===== src/logic/smss_pkg.sv =====
package smss_pkg;

  // ----------------------------------------
  // Register byte offsets
  // ----------------------------------------
  localparam logic [7:0] A_CONFIG = 8'h00;
  localparam logic [7:0] A_MAP = 8'h04;
  localparam logic [7:0] A_STATUS = 8'h08;
  localparam logic [7:0] A_TXDATA = 8'h0c;
  localparam logic [7:0] A_RXDATA = 8'h10;
  localparam logic [7:0] A_FLUSH = 8'h14;
  localparam logic [7:0] A_CLEAR = 8'h18;
  localparam logic [7:0] A_TGT_BASE = 8'h20;

  // ----------------------------------------
  // Field positions
  // ----------------------------------------
  localparam int CF_ENABLE = 0;
  localparam int CF_SLAVE = 1;
  localparam int CF_SEQ = 2;
  localparam int CF_COMMIT = 3;
  localparam int CF_ISD = 8;
  localparam int CA_SIZE = 0;
  localparam int CA_WORDS = 4;
  localparam int CA_GAP = 12;
  localparam int CA_CSPULSE = 20;
  localparam int CB_DIV = 0;
  localparam int CB_GUARD = 8;
  localparam int CB_POL = 16;
  localparam int CB_PHA = 17;
  localparam int ST_TXCNT = 8;
  localparam int ST_RXCNT = 16;

  // ----------------------------------------
  // Reset values and codes
  // ----------------------------------------
  localparam logic [31:0] CFGA_RST = 32'h0000_0017;
  localparam logic [31:0] CFGB_RST = 32'h0000_0104;
  localparam logic [1:0] MAP_OFF = 2'b00;
  localparam logic [1:0] MAP_ON = 2'b01;
  localparam logic [1:0] MAP_SKIP = 2'b11;

  typedef enum logic [2:0] {
    ST_IDLE, ST_LEAD, ST_PRE, ST_SHIFT, ST_POST, ST_GAP, ST_SWITCH
  } smss_state_t;

endpackage


===== src/logic/smss_sync.sv =====
`timescale 1ns/100ps
module smss_sync #(
  parameter int W = 1
) (
  // Clock and reset
  input wire logic clk,
  input wire logic rst,
  // Asynchronous levels in, synchronised levels out
  input wire logic [W-1:0] d,
  output logic [W-1:0] q
);

  logic [W-1:0] meta;

  always_ff @(posedge clk) begin
    if (rst) begin
      meta <= '0;
      q <= '0;
    end else begin
      meta <= d;
      q <= meta;
    end
  end

endmodule


===== src/logic/smss_top.sv =====
// The register addresses and the AHB-Lite interface to the registers were chosen for this implementation.
`timescale 1ns/100ps
module smss_top #(
  parameter int NT = 4,
  parameter int DEPTH = 16
) (
  // Clock and reset
  input wire logic SYS_CLK,
  input wire logic RESET,
  // AHB-Lite slave
  input wire logic HSEL,
  input wire logic [31:0] HADDR,
  input wire logic [1:0] HTRANS,
  input wire logic HWRITE,
  input wire logic [2:0] HSIZE,
  input wire logic [31:0] HWDATA,
  input wire logic HREADY,
  output logic [31:0] HRDATA,
  output logic HREADYOUT,
  output logic HRESP,
  // Serial pins
  output logic SCK_OUT,
  output logic SCK_OE_N,
  input wire logic SCK_IN,
  output logic [NT-1:0] CS_OUT_N,
  input wire logic CS_IN_N,
  output logic TXD,
  output logic TXD_OE_N,
  input wire logic RXD,
  // Sequence completion
  output logic SEQ_READY
);

  localparam int AW = $clog2(DEPTH);
  localparam int TW = (NT > 1) ? $clog2(NT) : 1;

  typedef struct packed {
    logic [31:0] hrdata;
    logic hready;
    logic hresp;
    logic dp_wr;
    logic [7:0] dp_addr;
    logic en;
    logic slave;
    logic seq;
    logic commit;
    logic [7:0] isd;
    logic [NT-1:0][1:0] map;
    logic [NT-1:0][31:0] cfga;
    logic [NT-1:0][31:0] cfgb;
    logic [DEPTH-1:0][15:0] txm;
    logic [DEPTH-1:0][15:0] rxm;
    logic [AW:0] twr;
    logic [AW:0] trd;
    logic [AW:0] tbase;
    logic [AW:0] rwr;
    logic [AW:0] rrd;
    logic seq_ready;
    logic running;
    smss_pkg::smss_state_t st;
    logic [7:0] div;
    logic [9:0] cnt;
    logic [5:0] edges;
    logic [7:0] words;
    logic [TW-1:0] tgt;
    logic mute;
    logic [15:0] tsh;
    logic [15:0] rsh;
    logic sck;
    logic sck_d;
    logic sl_act;
    logic txd;
    logic txd_oe_n;
    logic sck_oe_n;
    logic [NT-1:0] cs;
  } smss_regs_t;

  smss_regs_t s;
  smss_regs_t next_s;

  logic sck_s;
  logic cs_s;
  logic rxd_s;
  logic go_word;
  logic slv_load;
  logic push;
  logic fin;
  logic step;
  logic last;
  logic tick;
  logic tx_empty;
  logic tx_full;
  logic rx_empty;
  logic rx_full;
  logic pick_ok;
  logic ap;
  logic [TW-1:0] pick_t;
  logic [31:0] ca;
  logic [31:0] cb;
  logic [31:0] nca;
  logic [4:0] bits;
  logic [4:0] nbits;
  logic [15:0] mask;
  logic [15:0] push_d;
  logic [7:0] guard;
  logic [7:0] toff;
  logic [7:0] roff;
  int from_idx;

  // ----------------------------------------
  // Pin synchronisers
  // ----------------------------------------
  smss_sync #(.W(3)) u_sync (
    .clk(SYS_CLK),
    .rst(RESET),
    .d({SCK_IN, CS_IN_N, RXD}),
    .q({sck_s, cs_s, rxd_s})
  );

  // ----------------------------------------
  // Next state
  // ----------------------------------------
  always_comb begin
    next_s = s;
    go_word = 1'b0;
    slv_load = 1'b0;
    push = 1'b0;
    push_d = 16'h0000;
    fin = 1'b0;
    step = 1'b0;
    last = 1'b0;
    pick_ok = 1'b0;
    pick_t = '0;
    nca = 32'h0000_0000;
    nbits = 5'h00;
    ca = s.cfga[s.tgt];
    cb = s.cfgb[s.tgt];
    bits = {1'b0, ca[smss_pkg::CA_SIZE +: 4]} + 5'h01;
    mask = 16'hffff >> (5'h10 - bits);
    guard = cb[smss_pkg::CB_GUARD +: 8];
    if (guard == 8'h00) begin
      guard = 8'h01;
    end
    tx_empty = (s.twr == s.trd);
    tx_full = ((s.twr - s.tbase) == (AW + 1)'(DEPTH));
    rx_empty = (s.rwr == s.rrd);
    rx_full = ((s.rwr - s.rrd) == (AW + 1)'(DEPTH));
    tick = (s.div == 8'h00);
    next_s.div = tick ? cb[smss_pkg::CB_DIV +: 8] : s.div - 8'h01;
    next_s.sck_d = sck_s;
    next_s.sck_oe_n = s.slave;
    // Lowest usable target at or above the search start
    from_idx = (s.st == smss_pkg::ST_IDLE) ? 0 : int'(s.tgt) + 1;
    for (int i = NT - 1; i >= 0; i--) begin
      if (i >= from_idx && (s.seq ? (s.map[i] != smss_pkg::MAP_OFF &&
          s.cfga[i][smss_pkg::CA_WORDS +: 8] != 8'h00) : s.map[i] == smss_pkg::MAP_ON)) begin
        pick_ok = 1'b1;
        pick_t = TW'(i);
      end
    end

    // ----------------------------------------
    // Master sequencer
    // ----------------------------------------
    if (!s.slave && s.st == smss_pkg::ST_IDLE) begin
      next_s.sck = cb[smss_pkg::CB_POL];
      if (s.en && pick_ok && (s.seq || !tx_empty)) begin
        next_s.tgt = pick_t;
        next_s.running = s.seq;
        next_s.mute = s.seq && s.map[pick_t] == smss_pkg::MAP_SKIP;
        next_s.words = s.cfga[pick_t][smss_pkg::CA_WORDS +: 8];
        if (s.seq) begin
          next_s.trd = s.tbase;
        end
        go_word = 1'b1;
      end
    end else if (!s.slave && !s.running && !s.en) begin
      // Normal transfers drop the word in flight when disabled
      next_s.st = smss_pkg::ST_IDLE;
      next_s.cs = '1;
      next_s.txd = 1'b0;
      next_s.txd_oe_n = 1'b1;
    end else if (!s.slave && tick) begin
      if (s.st inside {smss_pkg::ST_PRE, smss_pkg::ST_POST, smss_pkg::ST_GAP,
          smss_pkg::ST_SWITCH} && s.cnt != 10'h000) begin
        next_s.cnt = s.cnt - 10'h001;
      end else begin
        unique case (s.st)
          smss_pkg::ST_IDLE: begin
          end
          smss_pkg::ST_LEAD: begin
            next_s.txd = s.tsh[15] & ~s.mute;
            next_s.st = smss_pkg::ST_PRE;
            next_s.cnt = {1'b0, guard, 1'b0} - 10'h001;
          end
          smss_pkg::ST_PRE: begin
            next_s.st = smss_pkg::ST_SHIFT;
            next_s.edges = 6'h00;
          end
          smss_pkg::ST_SHIFT: begin
            step = 1'b1;
            next_s.sck = s.sck ^ ~s.mute;
          end
          smss_pkg::ST_POST: begin
            push = 1'b1;
            push_d = s.mute ? 16'h0000 : s.rsh & mask;
            next_s.words = s.words - 8'h01;
            next_s.txd = 1'b0;
            if (s.running ? s.words != 8'h01 : (!tx_empty && s.en)) begin
              if (ca[smss_pkg::CA_GAP +: 8] == 8'h00) begin
                go_word = 1'b1;
              end else begin
                next_s.st = smss_pkg::ST_GAP;
                next_s.cnt = {1'b0, ca[smss_pkg::CA_GAP +: 8], 1'b0} - 10'h001;
                next_s.cs[s.tgt] = s.mute | ca[smss_pkg::CA_CSPULSE];
              end
            end else begin
              next_s.cs = '1;
              next_s.txd_oe_n = 1'b1;
              next_s.st = smss_pkg::ST_IDLE;
              if (s.running && pick_ok) begin
                next_s.tgt = pick_t;
                next_s.mute = s.map[pick_t] == smss_pkg::MAP_SKIP;
                next_s.words = s.cfga[pick_t][smss_pkg::CA_WORDS +: 8];
                if (s.isd == 8'h00) begin
                  go_word = 1'b1;
                end else begin
                  next_s.st = smss_pkg::ST_SWITCH;
                  next_s.cnt = {1'b0, s.isd, 1'b0} - 10'h001;
                end
              end else if (s.running) begin
                fin = 1'b1;
                next_s.running = 1'b0;
                next_s.en = 1'b0;
                next_s.commit = 1'b0;
              end
            end
          end
          smss_pkg::ST_GAP, smss_pkg::ST_SWITCH: begin
            go_word = 1'b1;
          end
        endcase
      end
    end

    // ----------------------------------------
    // Slave engine, always on target 0 settings
    // ----------------------------------------
    if (s.slave) begin
      next_s.tgt = '0;
      next_s.running = 1'b0;
      next_s.cs = '1;
      next_s.sck = cb[smss_pkg::CB_POL];
      if (!s.en || cs_s) begin
        next_s.sl_act = 1'b0;
        next_s.txd = 1'b0;
        next_s.txd_oe_n = 1'b1;
      end else if (!s.sl_act) begin
        next_s.sl_act = 1'b1;
        next_s.txd_oe_n = 1'b0;
        slv_load = 1'b1;
      end else if (sck_s != s.sck_d) begin
        step = 1'b1;
      end
    end

    // ----------------------------------------
    // Shared bit step: even edges lead, odd edges trail
    // ----------------------------------------
    if (step) begin
      next_s.edges = s.edges + 6'h01;
      last = (s.edges == {bits, 1'b0} - 6'h01);
      if (s.edges[0] == cb[smss_pkg::CB_PHA]) begin
        next_s.rsh = {s.rsh[14:0], rxd_s & ~s.mute};
      end else if (s.edges != 6'h00) begin
        next_s.tsh = {s.tsh[14:0], 1'b0};
        next_s.txd = s.tsh[14] & ~s.mute;
      end
      if (last && s.slave) begin
        push = 1'b1;
        push_d = next_s.rsh & mask;
        slv_load = 1'b1;
      end else if (last) begin
        next_s.st = smss_pkg::ST_POST;
        next_s.cnt = {1'b0, guard, 1'b0} - 10'h001;
      end
    end

    if (slv_load) begin
      next_s.edges = 6'h00;
      next_s.tsh = tx_empty ? 16'h0000 : s.txm[s.trd[AW-1:0]] << (5'h10 - bits);
      next_s.txd = tx_empty ? 1'b0 : next_s.tsh[15];
      if (!tx_empty) begin
        next_s.trd = s.trd + (AW + 1)'(1);
      end
    end

    if (go_word) begin
      nca = s.cfga[next_s.tgt];
      nbits = {1'b0, nca[smss_pkg::CA_SIZE +: 4]} + 5'h01;
      next_s.tsh = s.txm[next_s.trd[AW-1:0]] << (5'h10 - nbits);
      next_s.trd = next_s.trd + (AW + 1)'(1);
      next_s.st = smss_pkg::ST_LEAD;
      next_s.div = s.cfgb[next_s.tgt][smss_pkg::CB_DIV +: 8];
      next_s.sck = s.cfgb[next_s.tgt][smss_pkg::CB_POL];
      if (!next_s.mute) begin
        next_s.cs[next_s.tgt] = 1'b0;
        next_s.txd_oe_n = 1'b0;
      end
    end

    if (push && !rx_full) begin
      next_s.rxm[s.rwr[AW-1:0]] = push_d;
      next_s.rwr = s.rwr + (AW + 1)'(1);
    end

    // ----------------------------------------
    // AHB-Lite slave, zero wait states
    // ----------------------------------------
    ap = HSEL && HTRANS[1] && HREADY;
    next_s.dp_wr = ap && HWRITE;
    next_s.dp_addr = HADDR[7:0];
    next_s.hrdata = 32'h0000_0000;
    roff = HADDR[7:0] - smss_pkg::A_TGT_BASE;
    if (ap && !HWRITE) begin
      if (HADDR[7:0] == smss_pkg::A_CONFIG) begin
        next_s.hrdata = {16'h0000, s.isd, 4'h0, s.commit, s.seq, s.slave, s.en};
      end else if (HADDR[7:0] == smss_pkg::A_MAP) begin
        next_s.hrdata[2*NT-1:0] = s.map;
      end else if (HADDR[7:0] == smss_pkg::A_STATUS) begin
        next_s.hrdata[0] = s.seq_ready;
        next_s.hrdata[1] = s.running;
        next_s.hrdata[2] = (s.st != smss_pkg::ST_IDLE) || s.sl_act;
        next_s.hrdata[smss_pkg::ST_TXCNT +: AW + 1] = s.twr - s.trd;
        next_s.hrdata[smss_pkg::ST_RXCNT +: AW + 1] = s.rwr - s.rrd;
      end else if (HADDR[7:0] == smss_pkg::A_RXDATA && !rx_empty) begin
        next_s.hrdata[15:0] = s.rxm[s.rrd[AW-1:0]];
        next_s.rrd = s.rrd + (AW + 1)'(1);
      end else if (HADDR[7:0] >= smss_pkg::A_TGT_BASE && int'(roff[7:3]) < NT) begin
        next_s.hrdata = roff[2] ? s.cfgb[roff[3 +: TW]] : s.cfga[roff[3 +: TW]];
      end
    end
    toff = s.dp_addr - smss_pkg::A_TGT_BASE;
    if (s.dp_wr) begin
      if (s.dp_addr == smss_pkg::A_CONFIG) begin
        next_s.en = HWDATA[smss_pkg::CF_ENABLE] | next_s.en & ~s.en;
        next_s.slave = HWDATA[smss_pkg::CF_SLAVE];
        next_s.seq = HWDATA[smss_pkg::CF_SEQ] & ~HWDATA[smss_pkg::CF_SLAVE];
        next_s.commit = HWDATA[smss_pkg::CF_COMMIT];
        next_s.isd = HWDATA[smss_pkg::CF_ISD +: 8];
      end else if (s.dp_addr == smss_pkg::A_MAP) begin
        next_s.map = HWDATA[2*NT-1:0];
      end else if (s.dp_addr == smss_pkg::A_TXDATA && !s.seq && !tx_full) begin
        next_s.txm[s.twr[AW-1:0]] = HWDATA[15:0];
        next_s.twr = s.twr + (AW + 1)'(1);
      end else if (s.dp_addr == smss_pkg::A_FLUSH) begin
        if (HWDATA[0]) begin
          next_s.twr = '0;
          next_s.trd = '0;
          next_s.tbase = '0;
        end
        if (HWDATA[1]) begin
          next_s.rwr = '0;
          next_s.rrd = '0;
        end
      end else if (s.dp_addr == smss_pkg::A_CLEAR && HWDATA[0]) begin
        next_s.seq_ready = 1'b0;
      end else if (s.dp_addr >= smss_pkg::A_TGT_BASE && int'(toff[7:3]) < NT) begin
        if (toff[2]) begin
          next_s.cfgb[toff[3 +: TW]] = HWDATA;
        end else begin
          next_s.cfga[toff[3 +: TW]] = HWDATA;
        end
      end
    end
    // Completion beats a clear written in the same cycle
    if (fin) begin
      next_s.seq_ready = 1'b1;
    end
    // Replay start point follows the reader until sequential mode freezes it
    if (!next_s.seq) begin
      next_s.tbase = next_s.trd;
    end
  end

  // ----------------------------------------
  // State register
  // ----------------------------------------
  always_ff @(posedge SYS_CLK) begin
    if (RESET) begin
      s <= '0;
      s.hready <= 1'b1;
      s.cs <= '1;
      s.txd_oe_n <= 1'b1;
      for (int i = 0; i < NT; i++) begin
        s.cfga[i] <= smss_pkg::CFGA_RST;
        s.cfgb[i] <= smss_pkg::CFGB_RST;
      end
    end else begin
      s <= next_s;
    end
  end

  assign HRDATA = s.hrdata;
  assign HREADYOUT = s.hready;
  assign HRESP = s.hresp;
  assign SCK_OUT = s.sck;
  assign SCK_OE_N = s.sck_oe_n;
  assign CS_OUT_N = s.cs;
  assign TXD = s.txd;
  assign TXD_OE_N = s.txd_oe_n;
  assign SEQ_READY = s.seq_ready;

endmodule


===== config.mk =====
export PLATFORM = sky130hd
export DESIGN_NAME = smss_top
export DESIGN_NICKNAME = d
export VERILOG_FILES = /design/src/logic/smss_pkg.sv /design/src/logic/smss_sync.sv /design/src/logic/smss_top.sv
export SDC_FILE = /design/constraint.sdc
export NUM_CORES = 2
export LEC_CHECK = 0
export BUFFER_PORTS_ARGS = -buffer_cell sky130_fd_sc_hd__buf_2
export CAP_MARGIN = 20
export CORE_UTILIZATION = 25
export DETAILED_ROUTE_END_ITERATION = 12
export GPL_TIMING_DRIVEN = 0
export HOLD_SLACK_MARGIN = 0.1
export PLACE_DENSITY = 0.5
export SLEW_MARGIN = 0
export SYNTH_ARGS = -nofsm -noshare
export SYNTH_HDL_FRONTEND = slang
export SYNTH_SLANG_ARGS = --single-unit

===== constraint.sdc =====
create_clock -name SYS_CLK -period 6.5 [get_ports SYS_CLK]
set_input_delay 1.3 -clock SYS_CLK [delete_from_list [all_inputs] [get_ports SYS_CLK]]
set_output_delay 1.3 -clock SYS_CLK [all_outputs]
set_load 0.02 [all_outputs]

### Word-level counts from Yosys, hierarchy flattened

Index checks and enable logic that the tools add are counted.

| word-level totals | value |
|---|---|
| word-level logic and storage cells | 546 |
| register bits | 942 |
| output and inout port bits | 43 |

| operators by class | value |
|---|---|
| add/subtract/negate cells | 23 |
| bitwise gates (word level) | 23 |
| muxes and demuxes | 247 |
| shift-type cells | 3 |
| $lt $le $gt $ge | 23 |
| reductions and logical operators | 99 |
| eq/ne operators | 47 |

Operator list:

| kind | number |
|---|---|
| $mux 256 | 5 |
| $mux 532 | 1 |
| $mux 520 | 1 |
| $bwmux 256 | 2 |
| $mux 512 | 1 |
| $bmux 32 s2 | 7 |
| $mux 16 | 25 |
| $bwmux 128 | 2 |
| $mux 128 | 2 |
| $bmux 16 s4 | 3 |
| $mux 32 | 6 |
| $demux 16 s4 | 2 |
| $mux 21 | 5 |
| $mux 1 | 94 |
| $mux 5 | 17 |
| $mux 10 | 8 |
| $demux 32 s2 | 1 |
| $mux 11 | 5 |
| $mux 27 | 2 |
| $mux 4 | 13 |
| $logic_not 8->1 | 6 |
| $mux 8 | 5 |
| $mux 3 | 12 |
| $logic_and 1x1->1 | 35 |
| other kinds (80) | 205 |

### Longest topological paths before layout

| depth | value |
|---|---|
| depth in word-level cells | 27 |
| mapped depth | 26 |

### Modules after synthesis

From an unflattened synthesis, not the netlist that was laid out.

| unflattened totals | value |
|---|---|
| cells, all modules | 5676 |
| area, all modules | 47722.0 µm² |

By module, submodules not included:

| module | instances | area each (µm²) | cells each |
|---|---|---|---|
| smss_top | 1 | 47564.4 | 5664 |
| smss_sync | 1 | 157.7 | 12 |

### Least setup slack after synthesis

No wires, ideal clock.

| timing | value |
|---|---|
| kind | register -> register |
| from | register s[44] (netlist bit) |
| to | register s[41] (netlist bit) |
| period minus slack after synthesis | 5.268 ns |
| path slack | 1.232 ns |
| required time | 6.380 ns |
| arrival time | 5.148 ns |
| cell stages (with the launch flop) | 21 |
| cell sequence | dfxtp_1 -> clkbuf_1 -> clkbuf_1 -> clkbuf_1 -> inv_1 -> ha_1 -> or3b_1 -> a221o_1 -> o22a_4 -> a21o_1 -> buf_6 -> mux2i_2 -> mux2i_4 -> buf_6 -> mux2_1 -> o221a_1 -> o21ai_2 -> nand3_1 -> a41o_1 -> o21a_1 -> a211o_1 |

| on the way | value |
|---|---|
| cells in the longest elaborated chain, start to end | 23 |

RTL lines:

| element | line | source |
|---|---|---|
| from (decl) | smss_top.sv:78 | `smss_regs_t s;` |
| from (signal assigned) | smss_top.sv:400 | `s <= next_s;` |
| $add 2x1->3 | smss_top.sv:153 | `from_idx = (s.st == smss_pkg::ST_IDLE) ? 0 : int'(s.tgt) + 1;` |
| $mux 3 | smss_top.sv:153 |  |
| $ge 2x3->1 | smss_top.sv:155 | `if (i >= from_idx && (s.seq ? (s.map[i] != smss_pkg::MAP_OFF &&` |
| $logic_and 1x1->1 | smss_top.sv:155 |  |
| $mux 1 (4 in series) | smss_top.sv:155 |  |
| $logic_and 1x1->1 | smss_top.sv:221 | `if (s.running && pick_ok) begin` |
| $mux 11 | smss_top.sv:221 |  |
| $mux 11 | smss_top.sv:209 | `if (s.running ? s.words != 8'h01 : (!tx_empty && s.en)) begin` |
| [... 4 more ...] | -- |  |
| $mux 11 | smss_top.sv:165 | `if (!s.slave && s.st == smss_pkg::ST_IDLE) begin` |
| $mux 2 | smss_top.sv:249 | `if (s.slave) begin` |
| $bmux 32 s2 | smss_top.sv:299 | `nca = s.cfga[next_s.tgt];` |
| $mux 4 (not written as such) | smss_top.sv:299 |  |
| $add 4x1->5 | smss_top.sv:300 | `nbits = {1'b0, nca[smss_pkg::CA_SIZE +: 4]} + 5'h01;` |
| $sub 5x5->5 | smss_top.sv:301 | `next_s.tsh = s.txm[next_s.trd[AW-1:0]] << (5'h10 - nbits);` |
| $shl 16x5->16 | smss_top.sv:301 |  |
| $mux 16 | smss_top.sv:298 | `if (go_word) begin` |

Several ways; a longest one is shown, not always the timed one. The select of a mux whose other input is x is not followed.
A chain may end at the register's enable or synchronous reset.

### Worst setup path in the final report

| timing | value |
|---|---|
| from | register s[98] (netlist bit) |
| to | register s[35] (netlist bit) |

| on the way | value |
|---|---|
| cells in the longest elaborated chain, start to end | 17 |

RTL lines:

| element | line | source |
|---|---|---|
| $eq 5x5->1 | smss_top.sv:144 | `tx_empty = (s.twr == s.trd);` |
| $logic_not 1->1 | -- |  |
| $logic_and 1x1->1 | smss_top.sv:209 |  |
| $mux 1 | smss_top.sv:209 |  |
| $mux 11 | smss_top.sv:209 |  |
| $mux 11 | smss_top.sv:188 | `unique case (s.st)` |
| $mux 17 | smss_top.sv:184 | `if (s.st inside {smss_pkg::ST_PRE, smss_pkg::ST_POST, smss_pkg::ST_GAP,` |
| $mux 27 | smss_top.sv:183 | `end else if (!s.slave && tick) begin` |
| $mux 27 | smss_top.sv:177 | `end else if (!s.slave && !s.running && !s.en) begin` |
| $mux 11 | smss_top.sv:165 |  |
| $mux 2 | smss_top.sv:249 |  |
| $bmux 32 s2 | smss_top.sv:299 |  |
| $mux 4 (not written as such) | smss_top.sv:299 |  |
| $add 4x1->5 | smss_top.sv:300 |  |
| $sub 5x5->5 | smss_top.sv:301 |  |
| $shl 16x5->16 | smss_top.sv:301 |  |
| $mux 16 | smss_top.sv:298 |  |

Several ways; a longest one is shown, not always the timed one. The select of a mux whose other input is x is not followed.

==> impl_metrics.json <==
{
  "status": "completed",
  "switchingPower_mw": 3.47,
  "post_drt_wl_per_cell_um": 25.1,
  "p_leak_nw": 18.1,
  "grt_pass1_wl_mm": 312,
  "die_h_um": 442,
  "grt_util_all_layers_pct": 21.6,
  "placed_cell_area_um2": 52300,
  "yosys.area_share.simple_pct": 21.1,
  "synth_edf_count": 0,
  "num_rows": 161,
  "drt_iter0_markers": 5115,
  "skew_ns": 0.0745,
  "ys_warn_count": 0,
  "synth.distinct_cells": 112,
  "ant_nets": 0,
  "dp_hpwl_mm": 167,
  "slew_headroom_pct": 15.6,
  "seq_area_um2": 18900,
  "mostFrequentLayoutCell": "nand2_1",
  "cts.clk_slew.worst_paths_ns": 0.06,
  "synth_top_family_by_area": "simple AND/OR/NAND/NOR gates",
  "synth_compound_area_share_pct": 16.5,
  "cts_sinks": 942,
  "cpPeakStageDelay_ns": 0.87,
  "total_power_mw": 13.2,
  "drv_cap": 0,
  "portBuffers": 55,
  "synthFlopType": "dfxtp_1",
  "first_pass_iters": 6,
  "drc_errors": 0,
  "final_cell_area_um2": 56600,
  "finalHoldWorstSlack_ns": 0.435,
  "crit_slowest_cell": "buf_1",
  "synth_xor_area_share_pct": 1.15,
  "sequentialPowerShare_pct": 44.0,
  "ys_seq_area_share_pct": 38.9,
  "layout_common_cells": "1855 x nand2_1, 941 x dfxtp_1, 895 x a21oi_1",
  "cts_inserted_buffers": 107,
  "worstSkewPairLatency_ns": 0.79,
  "cts_htree_levels": 3,
  "drt-total-wl_mm": 219,
  "grt_pass1_vias": 43400,
  "syn_area_um2": 48400,
  "num_vias": 46500,
  "final_layout_size_suffix_gt1_share_pct": 13.0,
  "endpoint_kind": "flop",
  "finalCriticalPeriod_ns": 6.36,
  "power_frac_comb_pct": 7.2,
  "internal_power_mw": 9.76,
  "powerDensity_nw_per_um2": 234,
  "hold_start": "u_sync.meta[1]",
  "finalMaxSlewViolations": 0,
  "cp-start-kind": "flop",
  "grt_max_degree": 20,
  "synth_fa_ha_area_share_pct": 1.19,
  "synth-seq-cells": 942,
  "p_clk_share_pct": 48.7,
  "hold_class": "reg2reg",
  "fin_crit_sh_pct": 97.9,
  "cts-root-buf": "clkbuf_16",
  "synth_cells": 5905,
  "ir_drop_mv": 0.202,
  "required_ns": 7.17,
  "chipWidth_um": 442,
  "die-area_um2": 196000,
  "overflow": 0,
  "max_freq_ghz": 0.157,
  "pin_count": 120,
  "syn_nets": 6027,
  "gp_congestion": 0.960,
  "syn_area_per_cell_um2": 8.20,
  "critical_path_class": "reg2reg",
  "multi_input_area_um2": 27200,
  "fillers": 20500,
  "antenna_found_initial": 14,
  "finalHoldViolCount": 0,
  "start_util_pct": 25.2,
  "crit_chain": "clkbuf_1 -> buf_1 -> inv_1 -> ha_1 -> and4_1 -> nand2_1 -> o211a_1 -> a21boi_2 -> nor2_1 -> nand2_1 -> a21oi_4 -> mux2i_1 -> nand2_1 -> nor2_1 -> inv_1 -> or3_1 -> o211ai_1",
  "clockBufferDepth": 3,
  "viasPerCell": 5.32,
  "tightest_slew_ns": 1.27,
  "setup_violations": 0,
  "fin_nets": 6243,
  "design.core.area_um2": 193000,
  "r2r-start": "s[98]",
  "final_core_util_pct": 29.4,
  "synthMuxAreaShare_pct": 15.5,
  "syn_to_final_growth_pct": 16.9,
  "arrival_ns": 7.03,
  "ff2ff_setup_slack_ns": 0.14,
  "switching_share_pct": 26.2,
  "synth-async-reset-ratio_pct": 0,
  "cts_tree": "yes",
  "cp_max_fo": 10,
  "cpMostUsedCell": "nand2_1",
  "crit_start": "s[98]"
}
## path summary, 6_finish.rpt
path	endpoint	cells after the start
worst min-delay path	u_sync.q[1]	1
worst max-delay path	s[35]	17
worst min register to register	u_sync.q[1]	1
worst max register to register	s[35]	17
## per-layer routing
metal  GRT usage, %  routed length [µm]  up-vias
met5              0                  57        -
met4           11.0               11200       10
met3           4.10               18700      418
met2           34.0               98700     2228
met1           28.2               90500    22900
li1               -                   -    20900
## critical path: cells and delay by family, from the launching register on
family	cells	cell delay (ns)
and+or+nand+nor	7	2.19
buffers and inverters	4	1.64
AOI/OAI and AO/OA	4	1.09
muxes	1	0.63
adders and majority gates	1	0.41
DFF	1	0.33
## kinds of logic after synthesis
group                      Yosys count
AOI/OAI and AO/OA                 1341
buffers and inverters              628
other                                2
DFF                                942
and+or+nand+nor                   2477
muxes                              407
xor gates and xnor gates            63
adders and majority gates           45
## cell type report
class / instances / area share [%]
sequential: 942 / 33.3
tap: 2526 / 5.58
inverter: 100 / 0.667
timing repair buffer: 109 / 1.64
clock buffer: 155 / 5.47
buffer: 526 / 4.25
antenna: 6 / 0.0265
clock inverter: 39 / 1.05
multi-input combinational: 4335 / 48.0
## power by group through the flow
| stage | logic, mW | registers [mW] | clock network, mW |
|---|---|---|---|
| 2_1_floorplan | 0.528 | 5.95 | 0 |
| 3_3_place_gp | 0.892 | 5.95 | 0 |
| 3_5_place_dp | 0.917 | 5.95 | 0 |
| 4_1_cts | 0.926 | 5.83 | 6.52 |
| 5_1_grt | 0.983 | 5.83 | 6.75 |
| 6_report | 0.953 | 5.83 | 6.45 |
## registers in the layout (all words and copies together) (netlist names)
register     count
TXD_OE_N         1
TXD              1
SCK_OE_N         1
SCK_OUT          1
u_sync.q         3
HRDATA          32
next_s           1
s              894
CS_OUT_N         4
SEQ_READY        1
u_sync.meta      3
## through the flow
stage | cells | TNS (ns) | setup slack, ns
2_1_floorplan | 5905 | 0 | 1.23
3_3_place_gp | 8486 | -91.58 | -2.10
3_5_place_dp | 8520 | -84.10 | -2.01
4_1_cts | 8716 | -0.0263 | -0.0263
5_1_grt | 8737 | -0.0188 | -0.0188
6_report | 8738 | 0 | 0.136
## repair_timing
action / 4_1_cts / 5_1_grt
resized for setup: 42 / 77
hold buffers: 0 / 0
buffers inserted: 3 / 10
pin swaps: 2 / 11
endpoints found under the setup margin: 224 / 237
## cell usage after synthesis (24+ instances only)
master     count  area, µm²
nor3_1        61        305
clkbuf_1     379       1420
nand2_1     1855       6960
a22oi_1       31        233
dfxtp_1      942      18900
nand4_1       24        150
a211oi_1      50        375
mux4_2       269       6060
nand3_1       73        365
o22ai_1       27        169
mux2i_1      113       1130
buf_1         45        169
nand3b_1      30        225
o21ai_0       69        345
xnor2_1       38        333
xor2_1        24        210
ha_1          43        538
nor2_1       251        942
buf_4         50        375
nor2b_1       39        244
inv_1         94        353
a221oi_1      32        280
a2111oi_0     51        447
a21oi_1      896       4480
Power figures use the tool's default switching activity.
